**src/lpic_pkg.sv**
```systemverilog
// Shared constants and types of the light and proximity control block
package lpic_pkg;

  // Serial target address and register window
  localparam logic [6:0] TARGET_ADDR   = 7'h13;
  localparam logic       DIR_READ      = 1'b1;
  localparam logic [7:0] REG_FIRST     = 8'h80;
  localparam logic [7:0] REG_LAST      = 8'h90;
  localparam int         REG_COUNT     = 17;
  localparam logic [7:0] REG_RESET     = 8'h00;
  localparam logic [3:0] BITS_PER_BYTE = 4'h8;

  // Register indices relative to the first register
  localparam logic [4:0] IDX_CMD      = 5'h00;
  localparam logic [4:0] IDX_ID       = 5'h01;
  localparam logic [4:0] IDX_LIGHT_HI = 5'h05;
  localparam logic [4:0] IDX_LIGHT_LO = 5'h06;
  localparam logic [4:0] IDX_NEAR_HI  = 5'h07;
  localparam logic [4:0] IDX_NEAR_LO  = 5'h08;

  // Command register field positions
  localparam int CMD_FROZEN    = 7;
  localparam int CMD_LIGHT_RDY = 6;
  localparam int CMD_NEAR_RDY  = 5;
  localparam int CMD_LIGHT_OD  = 4;
  localparam int CMD_NEAR_OD   = 3;
  localparam int CMD_LIGHT_EN  = 2;
  localparam int CMD_NEAR_EN   = 1;
  localparam int CMD_SEQ_EN    = 0;
  localparam logic CMD_FROZEN_VAL = 1'b1;

  // Sequencer timing
  localparam int CORE_CLK_HZ   = 25000000;
  localparam int LPOSC_HZ      = 100000;
  localparam int SEQ_PERIOD_US = 1000;
  localparam logic [7:0] LPOSC_DIV    = 8'(CORE_CLK_HZ / LPOSC_HZ);
  localparam logic [7:0] PERIOD_TICKS = 8'((SEQ_PERIOD_US * (LPOSC_HZ / 1000)) / 1000);

  // Serial target states
  typedef enum logic [2:0] {
    ST_IDLE  = 3'b000,
    ST_ADDR  = 3'b001,
    ST_ACK   = 3'b010,
    ST_RX    = 3'b011,
    ST_TX    = 3'b100,
    ST_TXACK = 3'b101
  } lpic_bus_state_t;

endpackage

```
**src/lpic_seq_if.sv**
```systemverilog
// Signals between the register logic and the measurement sequencer
`timescale 1ns/1ps
`default_nettype none
interface lpic_seq_if;
  logic seq_en;
  logic light_en;
  logic near_en;
  logic light_od_req;
  logic near_od_req;
  logic light_store;
  logic near_store;
  logic osc_run;

  modport ctrl (output seq_en, light_en, near_en, light_od_req, near_od_req,
                input light_store, near_store, osc_run);
  modport seq  (input seq_en, light_en, near_en, light_od_req, near_od_req,
                output light_store, near_store, osc_run);
endinterface
`default_nettype wire

```
**src/lpic_ctrl.sv**
```systemverilog
// Serial target, register file and command logic of the light and proximity sensor
`timescale 1ns/1ps
`default_nettype none

// Notes on behaviour
// - seventeen byte registers, all reached over the two-wire serial target.
// - register addresses 80h to 90h, one address each.
// - answer only target address 13h.
// - low address bit is direction: 26h writes, 27h reads.
// - target works at standard, fast and high-speed rates.
// - write is start, address, register, data, stop; every byte acknowledged.
// - read sets register, repeated start, read address, one byte back, stop.
// - command register top bit reads 1 and is read-only.
// - light ready flag sets on new result, clears on reading registers 5 or 6.
// - near ready flag sets on new result, clears on reading registers 7 or 8.
// - writing 1 to bit 4 starts one light conversion into registers 5 and 6.
// - writing 1 to bit 3 starts one near conversion into registers 7 and 8.
// - bit 2 enables periodic light, bit 1 periodic near conversions.
// - bit 0 runs sequencer and oscillator; periodic needs channel enable too.
// - both single-shot bits in one write convert simultaneously.
// - single-shot requests are ignored while bit 0 is set.
module lpic_ctrl #(
  parameter logic [7:0] ID_VALUE = 8'h5a  // Arbitrary identification value
) (
  // Clock and reset
  input  wire logic        core_clk,
  input  wire logic        rst,
  // Two-wire serial bus
  input  wire logic        scl_in,
  input  wire logic        sda_in,
  output logic             sda_out,
  output logic             sda_oe_n,
  // Conversion engine
  output logic             light_start,
  output logic             near_start,
  input  wire logic        light_done,
  input  wire logic        near_done,
  input  wire logic [15:0] light_data,
  input  wire logic [15:0] near_data,
  // Oscillator control
  output logic             low_power_osc_en
);

  // ****************************************
  // Helper functions
  // ****************************************
  function automatic logic in_window(input logic [7:0] addr);
    in_window = (addr >= lpic_pkg::REG_FIRST) && (addr <= lpic_pkg::REG_LAST);
  endfunction

  function automatic logic [4:0] reg_index(input logic [7:0] addr);
    logic [7:0] diff;
    diff      = addr - lpic_pkg::REG_FIRST;
    reg_index = diff[4:0];
  endfunction

  // ****************************************
  // Declarations
  // ****************************************
  lpic_seq_if seq_bus ();

  logic                     scl_s1_reg;
  logic                     scl_s2_reg;
  logic                     scl_d_reg;
  logic                     sda_s1_reg;
  logic                     sda_s2_reg;
  logic                     sda_d_reg;
  logic                     scl_rise;
  logic                     scl_fall;
  logic                     start_seen;
  logic                     stop_seen;

  lpic_pkg::lpic_bus_state_t state_reg;
  logic [3:0]               bit_cnt_reg;
  logic [7:0]               rx_shift_reg;
  logic [7:0]               tx_shift_reg;
  logic [7:0]               ptr_reg;
  logic                     ptr_valid_reg;
  logic                     read_dir_reg;
  logic                     sda_hold_reg;
  logic [7:0]               rx_byte;
  logic                     wr_strobe;
  logic                     rd_strobe;
  logic [7:0]               rd_byte;
  logic [7:0]               regs_reg [lpic_pkg::REG_COUNT];

  logic                     seq_en_reg;
  logic                     light_en_reg;
  logic                     near_en_reg;
  logic                     light_od_reg;
  logic                     near_od_reg;
  logic                     light_rdy_reg;
  logic                     near_rdy_reg;
  logic                     cmd_wr;
  logic                     od_allowed;
  logic                     light_od_set;
  logic                     near_od_set;
  logic                     light_rd_clr;
  logic                     near_rd_clr;
  logic [4:0]               wr_idx;
  logic [4:0]               rd_idx;

  // ****************************************
  // Bus input synchronisers and edge detection
  // ****************************************
  always_ff @(posedge core_clk) begin
    if (rst) begin
      scl_s1_reg <= 1'b1;
      scl_s2_reg <= 1'b1;
      scl_d_reg  <= 1'b1;
      sda_s1_reg <= 1'b1;
      sda_s2_reg <= 1'b1;
      sda_d_reg  <= 1'b1;
    end else begin
      scl_s1_reg <= scl_in;
      scl_s2_reg <= scl_s1_reg;
      scl_d_reg  <= scl_s2_reg;
      sda_s1_reg <= sda_in;
      sda_s2_reg <= sda_s1_reg;
      sda_d_reg  <= sda_s2_reg;
    end
  end

  // Edges are found by the core clock, so any bus rate it can sample works
  assign scl_rise   = scl_s2_reg && !scl_d_reg;
  assign scl_fall   = !scl_s2_reg && scl_d_reg;
  assign start_seen = scl_s2_reg && scl_d_reg && !sda_s2_reg && sda_d_reg;
  assign stop_seen  = scl_s2_reg && scl_d_reg && sda_s2_reg && !sda_d_reg;
  assign rx_byte    = rx_shift_reg;

  // ****************************************
  // Serial target state machine
  // ****************************************
  always_ff @(posedge core_clk) begin
    if (rst) begin
      state_reg     <= lpic_pkg::ST_IDLE;
      bit_cnt_reg   <= 4'h0;
      rx_shift_reg  <= 8'h00;
      tx_shift_reg  <= 8'h00;
      ptr_reg       <= lpic_pkg::REG_FIRST;
      ptr_valid_reg <= 1'b0;
      read_dir_reg  <= 1'b0;
      sda_hold_reg  <= 1'b0;
    end else if (start_seen) begin
      // A repeated start keeps the register pointer
      state_reg     <= lpic_pkg::ST_ADDR;
      bit_cnt_reg   <= 4'h0;
      sda_hold_reg  <= 1'b0;
      ptr_valid_reg <= 1'b0;
    end else if (stop_seen) begin
      state_reg    <= lpic_pkg::ST_IDLE;
      sda_hold_reg <= 1'b0;
    end else begin
      unique case (state_reg)
        lpic_pkg::ST_IDLE: begin
          sda_hold_reg <= 1'b0;
        end
        lpic_pkg::ST_ADDR: begin
          if (scl_rise) begin
            rx_shift_reg <= {rx_shift_reg[6:0], sda_s2_reg};
            bit_cnt_reg  <= bit_cnt_reg + 4'h1;
          end else if (scl_fall && bit_cnt_reg == lpic_pkg::BITS_PER_BYTE) begin
            if (rx_byte[7:1] == lpic_pkg::TARGET_ADDR) begin
              read_dir_reg <= (rx_byte[0] == lpic_pkg::DIR_READ);
              sda_hold_reg <= 1'b1;
              state_reg    <= lpic_pkg::ST_ACK;
            end else begin
              state_reg <= lpic_pkg::ST_IDLE;
            end
          end
        end
        lpic_pkg::ST_ACK: begin
          if (scl_fall) begin
            bit_cnt_reg <= 4'h0;
            if (read_dir_reg) begin
              tx_shift_reg <= rd_byte;
              sda_hold_reg <= !rd_byte[7];
              ptr_reg      <= ptr_reg + 8'h01;
              state_reg    <= lpic_pkg::ST_TX;
            end else begin
              sda_hold_reg <= 1'b0;
              state_reg    <= lpic_pkg::ST_RX;
            end
          end
        end
        lpic_pkg::ST_RX: begin
          if (scl_rise) begin
            rx_shift_reg <= {rx_shift_reg[6:0], sda_s2_reg};
            bit_cnt_reg  <= bit_cnt_reg + 4'h1;
          end else if (scl_fall && bit_cnt_reg == lpic_pkg::BITS_PER_BYTE) begin
            // First byte sets the pointer, later bytes write and advance it
            if (!ptr_valid_reg) begin
              ptr_reg       <= rx_byte;
              ptr_valid_reg <= 1'b1;
            end else begin
              ptr_reg <= ptr_reg + 8'h01;
            end
            sda_hold_reg <= 1'b1;
            state_reg    <= lpic_pkg::ST_ACK;
          end
        end
        lpic_pkg::ST_TX: begin
          if (scl_rise) begin
            bit_cnt_reg <= bit_cnt_reg + 4'h1;
          end else if (scl_fall) begin
            if (bit_cnt_reg == lpic_pkg::BITS_PER_BYTE) begin
              sda_hold_reg <= 1'b0;
              state_reg    <= lpic_pkg::ST_TXACK;
            end else begin
              tx_shift_reg <= {tx_shift_reg[6:0], 1'b0};
              sda_hold_reg <= !tx_shift_reg[6];
            end
          end
        end
        lpic_pkg::ST_TXACK: begin
          // Host acknowledge asks for the next byte, no acknowledge ends the read
          if (scl_rise && sda_s2_reg) begin
            state_reg <= lpic_pkg::ST_IDLE;
          end else if (scl_fall) begin
            bit_cnt_reg  <= 4'h0;
            tx_shift_reg <= rd_byte;
            sda_hold_reg <= !rd_byte[7];
            ptr_reg      <= ptr_reg + 8'h01;
            state_reg    <= lpic_pkg::ST_TX;
          end
        end
        default: begin
          state_reg <= lpic_pkg::ST_IDLE;
        end
      endcase
    end
  end

  // Open-drain data line: only ever pulled low
  assign sda_out  = 1'b0;
  assign sda_oe_n = !sda_hold_reg;

  // ****************************************
  // Register access strobes
  // ****************************************
  assign wr_strobe = (state_reg == lpic_pkg::ST_RX) && scl_fall && ptr_valid_reg &&
                     (bit_cnt_reg == lpic_pkg::BITS_PER_BYTE) && !start_seen && !stop_seen;
  assign rd_strobe = scl_fall && !start_seen && !stop_seen &&
                     (((state_reg == lpic_pkg::ST_ACK) && read_dir_reg) ||
                      ((state_reg == lpic_pkg::ST_TXACK) && !(scl_rise && sda_s2_reg)));
  assign wr_idx = reg_index(ptr_reg);
  assign rd_idx = reg_index(ptr_reg);

  // Read data for the byte at the pointer
  always_comb begin
    rd_byte = 8'h00;
    if (in_window(ptr_reg)) begin
      if (rd_idx == lpic_pkg::IDX_CMD) begin
        rd_byte[lpic_pkg::CMD_FROZEN]    = lpic_pkg::CMD_FROZEN_VAL;
        rd_byte[lpic_pkg::CMD_LIGHT_RDY] = light_rdy_reg;
        rd_byte[lpic_pkg::CMD_NEAR_RDY]  = near_rdy_reg;
        rd_byte[lpic_pkg::CMD_LIGHT_OD]  = light_od_reg;
        rd_byte[lpic_pkg::CMD_NEAR_OD]   = near_od_reg;
        rd_byte[lpic_pkg::CMD_LIGHT_EN]  = light_en_reg;
        rd_byte[lpic_pkg::CMD_NEAR_EN]   = near_en_reg;
        rd_byte[lpic_pkg::CMD_SEQ_EN]    = seq_en_reg;
      end else if (rd_idx == lpic_pkg::IDX_ID) begin
        rd_byte = ID_VALUE;
      end else begin
        rd_byte = regs_reg[rd_idx];
      end
    end
  end

  // ****************************************
  // Register file
  // ****************************************
  always_ff @(posedge core_clk) begin
    if (rst) begin
      for (int i = 0; i < lpic_pkg::REG_COUNT; i++) begin
        regs_reg[i] <= lpic_pkg::REG_RESET;
      end
    end else begin
      if (seq_bus.light_store) begin
        regs_reg[lpic_pkg::IDX_LIGHT_HI] <= light_data[15:8];
        regs_reg[lpic_pkg::IDX_LIGHT_LO] <= light_data[7:0];
      end
      if (seq_bus.near_store) begin
        regs_reg[lpic_pkg::IDX_NEAR_HI] <= near_data[15:8];
        regs_reg[lpic_pkg::IDX_NEAR_LO] <= near_data[7:0];
      end
      // Results, identity and command are not plain storage
      if (wr_strobe && in_window(ptr_reg) && (wr_idx > lpic_pkg::IDX_NEAR_LO ||
          (wr_idx > lpic_pkg::IDX_ID && wr_idx < lpic_pkg::IDX_LIGHT_HI))) begin
        regs_reg[wr_idx] <= rx_byte;
      end
    end
  end

  // ****************************************
  // Command register
  // ****************************************
  assign cmd_wr       = wr_strobe && in_window(ptr_reg) && (wr_idx == lpic_pkg::IDX_CMD);
  // Single-shot requests are dropped while the sequencer runs or is being started
  assign od_allowed   = !seq_en_reg && !rx_byte[lpic_pkg::CMD_SEQ_EN];
  assign light_od_set = cmd_wr && od_allowed && rx_byte[lpic_pkg::CMD_LIGHT_OD];
  assign near_od_set  = cmd_wr && od_allowed && rx_byte[lpic_pkg::CMD_NEAR_OD];
  assign light_rd_clr = rd_strobe && in_window(ptr_reg) &&
                        (rd_idx == lpic_pkg::IDX_LIGHT_HI || rd_idx == lpic_pkg::IDX_LIGHT_LO);
  assign near_rd_clr  = rd_strobe && in_window(ptr_reg) &&
                        (rd_idx == lpic_pkg::IDX_NEAR_HI || rd_idx == lpic_pkg::IDX_NEAR_LO);

  always_ff @(posedge core_clk) begin
    if (rst) begin
      seq_en_reg   <= 1'b0;
      light_en_reg <= 1'b0;
      near_en_reg  <= 1'b0;
    end else if (cmd_wr) begin
      seq_en_reg   <= rx_byte[lpic_pkg::CMD_SEQ_EN];
      light_en_reg <= rx_byte[lpic_pkg::CMD_LIGHT_EN];
      near_en_reg  <= rx_byte[lpic_pkg::CMD_NEAR_EN];
    end
  end

  // Single-shot bits stay set as a busy mark until their result lands
  always_ff @(posedge core_clk) begin
    if (rst) begin
      light_od_reg <= 1'b0;
      near_od_reg  <= 1'b0;
    end else begin
      light_od_reg <= light_od_set || (light_od_reg && !seq_bus.light_store);
      near_od_reg  <= near_od_set || (near_od_reg && !seq_bus.near_store);
    end
  end

  // A new result in the same cycle as a clearing read keeps the flag set
  always_ff @(posedge core_clk) begin
    if (rst) begin
      light_rdy_reg <= 1'b0;
      near_rdy_reg  <= 1'b0;
    end else begin
      light_rdy_reg <= seq_bus.light_store || (light_rdy_reg && !light_rd_clr);
      near_rdy_reg  <= seq_bus.near_store || (near_rdy_reg && !near_rd_clr);
    end
  end

  // ****************************************
  // Sequencer
  // ****************************************
  assign seq_bus.seq_en       = seq_en_reg;
  assign seq_bus.light_en     = light_en_reg;
  assign seq_bus.near_en      = near_en_reg;
  assign seq_bus.light_od_req = light_od_set;
  assign seq_bus.near_od_req  = near_od_set;
  assign low_power_osc_en     = seq_bus.osc_run;

  lpic_seq u_seq (
    .core_clk    (core_clk),
    .rst         (rst),
    .ctl         (seq_bus.seq),
    .light_start (light_start),
    .near_start  (near_start),
    .light_done  (light_done),
    .near_done   (near_done)
  );

endmodule
`default_nettype wire

```
**src/lpic_seq.sv**
```systemverilog
// Measurement sequencer: on-demand and self-timed conversion starts
`timescale 1ns/1ps
`default_nettype none
module lpic_seq (
  // Clock and reset
  input  wire logic core_clk,
  input  wire logic rst,
  // Register side
  lpic_seq_if.seq   ctl,
  // Conversion engine
  output logic      light_start,
  output logic      near_start,
  input  wire logic light_done,
  input  wire logic near_done
);

  logic [7:0] osc_cnt_reg;
  logic [7:0] period_cnt_reg;
  logic       osc_tick;
  logic       period_hit;
  logic       light_busy_reg;
  logic       near_busy_reg;
  logic       light_pend_reg;
  logic       near_pend_reg;
  logic       light_go;
  logic       near_go;

  // ****************************************
  // Low-power oscillator and period timer
  // ****************************************
  assign ctl.osc_run = ctl.seq_en;
  assign osc_tick    = ctl.seq_en && (osc_cnt_reg == lpic_pkg::LPOSC_DIV - 8'h01);
  assign period_hit  = osc_tick && (period_cnt_reg == lpic_pkg::PERIOD_TICKS - 8'h01);

  always_ff @(posedge core_clk) begin
    if (rst || !ctl.seq_en || osc_tick) begin
      osc_cnt_reg <= 8'h00;
    end else begin
      osc_cnt_reg <= osc_cnt_reg + 8'h01;
    end
  end

  always_ff @(posedge core_clk) begin
    if (rst || !ctl.seq_en || period_hit) begin
      period_cnt_reg <= 8'h00;
    end else if (osc_tick) begin
      period_cnt_reg <= period_cnt_reg + 8'h01;
    end
  end

  // ****************************************
  // Conversion starts
  // ****************************************
  // Periodic starts need the sequencer and the channel enable together
  assign light_go = !light_busy_reg &&
                    (ctl.seq_en ? (period_hit && ctl.light_en) : light_pend_reg);
  assign near_go  = !near_busy_reg &&
                    (ctl.seq_en ? (period_hit && ctl.near_en) : near_pend_reg);

  always_ff @(posedge core_clk) begin
    if (rst || ctl.seq_en) begin
      light_pend_reg <= 1'b0;
      near_pend_reg  <= 1'b0;
    end else begin
      light_pend_reg <= ctl.light_od_req || (light_pend_reg && !light_go);
      near_pend_reg  <= ctl.near_od_req || (near_pend_reg && !near_go);
    end
  end

  always_ff @(posedge core_clk) begin
    if (rst) begin
      light_start <= 1'b0;
      near_start  <= 1'b0;
    end else begin
      light_start <= light_go;
      near_start  <= near_go;
    end
  end

  always_ff @(posedge core_clk) begin
    if (rst) begin
      light_busy_reg <= 1'b0;
      near_busy_reg  <= 1'b0;
    end else begin
      light_busy_reg <= light_go || (light_busy_reg && !light_done);
      near_busy_reg  <= near_go || (near_busy_reg && !near_done);
    end
  end

  assign ctl.light_store = light_busy_reg && light_done;
  assign ctl.near_store  = near_busy_reg && near_done;

endmodule
`default_nettype wire

```
**config.mk**
```make
export PLATFORM = sky130hd
export DESIGN_NAME = lpic_ctrl
export DESIGN_NICKNAME = d
export VERILOG_FILES = /design/src/lpic_pkg.sv /design/src/lpic_seq_if.sv /design/src/lpic_ctrl.sv /design/src/lpic_seq.sv
export SDC_FILE = /design/constraint.sdc
export NUM_CORES = 1
export LEC_CHECK = 0
export ABC_AREA = 1
export BUFFER_PORTS_ARGS = -buffer_cell sky130_fd_sc_hd__buf_4
export CAP_MARGIN = 15
export CORE_ASPECT_RATIO = 1.4
export CORE_MARGIN = 5
export CORE_UTILIZATION = 30
export DETAILED_ROUTE_END_ITERATION = 12
export PLACE_DENSITY = 0.49
export RECOVER_POWER = 100
export SYNTH_ARGS = -nofsm -noshare
export SYNTH_HDL_FRONTEND = slang
export SYNTH_SLANG_ARGS = --single-unit
```
**constraint.sdc**
```tcl
create_clock -name core_clk -period 3.9 [get_ports core_clk]
set_clock_uncertainty 0.1 [all_clocks]
set_input_delay 0.585 -clock core_clk [delete_from_list [all_inputs] [get_ports core_clk]]
set_output_delay 0.585 -clock core_clk [all_outputs]
set_load 0.02 [all_outputs]
```
==> flow_metrics.tcl <==
set metrics [dict create \
    io_pins 43 \
    min_from "scl_in" \
    hold_class "primary input to flop" \
    tns_ps 0 \
    holdBufCountCts 0 \
    ys_ff_latch 329 \
    status "complete, no violations" \
    nNetsFinal 1682 \
    cts_max_level 2 \
    whs_path_depth 2 \
    min_to "scl_s1_reg" \
    r2r_slack_ps 670 \
    grt-ovfl-total 0 \
    setup_viol_count_final 0 \
    synth_area_leaders "edfxtp_1 51%, dfxtp_1 9.8%, nor2_1 7.4%" \
    syn-cell-area_um2 15000 \
    drtIter0Drc 932 \
    drc 0 \
    firstDrtPassIters 5 \
    gp_congestion 0.894 \
    fmax_mhz 310 \
    fin_crit_sh_pct 82.7 \
    worstReg2RegEnd "regs_reg[17][5]" \
    antenna_left 0 \
    slew_headroom_pct 8.22 \
    area_delta_synth_final_pct 15.3 \
    grt_max_degree 94 \
    cts.sink_count 329 \
    wl_per_cell_um 18.5 \
    p_leak_nw 6.31 \
    grt_pass1_vias 10900 \
    start_util_pct 30.4 \
    ys_seq_area_share_pct 61.1 \
    place_inst 2235 \
    cts_setup_buffers 0 \
    cts_root_buf "clkbuf_16" \
    die_width_um 199 \
    dieArea_um2 54500 \
    drv_cap 0 \
    n_antenna_cell 0 \
    portBuffers 41 \
    yosys.area.top_type_share_pct 51.4 \
    cts_resized 0 \
    setup_slack_ps 674 \
    peakVddDrop_uv 348 \
    cp.required_ps 3950 \
    drive_above_1_share_pct 10.3 \
    fin_cells 2298 \
    critPathCaptureType "flop" \
    powerDensity_nw_per_um2 545 \
    antenna_found_initial 0 \
    r2r_cells 12 \
    synth_top_area_cell "edfxtp_1" \
    wl_mm 42.6 \
    rsz0062_at_grt "false" \
    netlist_instances 1505 \
    synth_area_per_cell_um2 9.94 \
    cts_tree "yes" \
    clock_latency_ps 520 \
    viasPerCell 4.89 \
    cts_buffer_depth 3 \
    final_max_slew_viol_count 0 \
    routed-via-count 11200 \
    pre_cts_slack_ps 935 \
    largest_reg_flops 256 \
    synth_cell_types 58 \
    worst_pin_slew_ps 1380 \
    post-route-min-period_ps 3230 \
    startpoint_type "flop" \
    p_total_mw 9.41 \
    crit_arrival_ps 3280 \
    rows 96 \
    crit_type "flop to flop" \
    yosys_warnings 0 \
    crit_fanout 8 \
    grt_pass1_wl_mm 64.4 \
    core_um2 49200 \
    finalHoldViolCount 0 \
    hpwl_mm 29.2 \
    dieHeight_um 274 \
    numCtsBuffers 35 \
    track_usage_pct 15.4 \
    r2r-start "bit_cnt_reg[0]" \
    clkSlewWorstSetupHoldPaths_ps 60 \
]
## power by group
group	switching (mW)	internal, mW
Combinational	1.50	0.641
Clock	1.32	1.82
Sequential	0.150	3.97
## kinds of logic after synthesis
| logic type | share of synthesized area, % |
|---|---|
| other cells | 0.0251 |
| simple gates | 20.9 |
| buf+inv | 4.84 |
| compound gates | 12.0 |
| flops | 61.1 |
| xor+xnor | 0.410 |
| fa+ha+maj | 0.753 |
## worst max path at each step
stage	from	end	slack (ps)	depth (start not counted)
global route	bit_cnt_reg[0]	regs_reg[17][5]	380	12
detailed placement	ptr_reg[0]	regs_reg[5][6]	940	9
global placement	ptr_reg[0]	regs_reg[5][4]	1070	9
CTS	ptr_reg[0]	regs_reg[5][1]	910	9
finish	bit_cnt_reg[0]	regs_reg[17][5]	670	12
floorplan	ptr_reg[1]	regs_reg[19][0]	1310	9
## per-layer routing
metal  GRT usage, %  part of all wire [%]  vias up
met5              0                     0        -
met4           4.74                   3.2        0
met3           1.93                   4.7       76
met2           27.7                    51      281
met1           19.1                    41     5503
li1               -                     -     5386
## synth_stat cells (all sizes together)
master  count
a21o        1
inv        83
o211ai     37
and3        1
buf        35
clkbuf     46
o22ai       2
nor3       11
clkinv     10
o21bai      2
a22o        1
o221ai     17
a221oi      1
conb        1
o21a        1
nand3      99
a21oi      63
o32ai       1
o21ai     161
nor3b       2
dfxtp      73
nand2     227
or2         8
xnor2       3
edfxtp    256
nand4      27
a211oi      5
nor4        1
o221a       1
o31ai       5
nor2      309
nand3b      2
xor2        4
ha          9
## final cells by class
| cell class | count | area [um^2] |
|---|---|---|
| well taps | 637 | 797 |
| clock inverters | 7 | 31.3 |
| fillers | 5098 | 32000 |
| repair buffers | 70 | 505 |
| flip-flops and latches | 329 | 9150 |
| clock buffers | 56 | 1040 |
| inverters | 93 | 354 |
| multi-input cells | 1106 | 5370 |
## cells in the final DEF (no fill, tap or decap), drive strengths merged, types with 58 or more instances in the layout
master | synthesis | final
edfxtp | 256 | 256
inv | 83 | 82
o21ai | 161 | 161
nand2 | 227 | 227
buf | 35 | 58
conb | 1 | 105
nor2 | 309 | 309
dfxtp | 73 | 73
a21oi | 63 | 63
nand3 | 99 | 99
clkbuf | 46 | 68
## critical path, cell delays in order, from the launching register on
cell      delay (ps)
dfxtp_1          330
inv_1             90
ha_1             140
nand2_1           50
nor2_1           420
nand2_1          200
nor2_1           200
nand2_1          150
nor2_4           240
buf_4            280
nand2_1           70
nor2_1           160
clkbuf_1         430
## per-stage QoR
stage	hold slack (ps)	cell area, um^2	utilization, %
detailed placement	301	16300	33.2
finish	149	17200	35.0
floorplan	289	15400	-
CTS	122	17400	35.3
global placement	299	16300	33.2
global route	143	17200	35.0
Note: power is estimated with default switching activity, not from simulation.
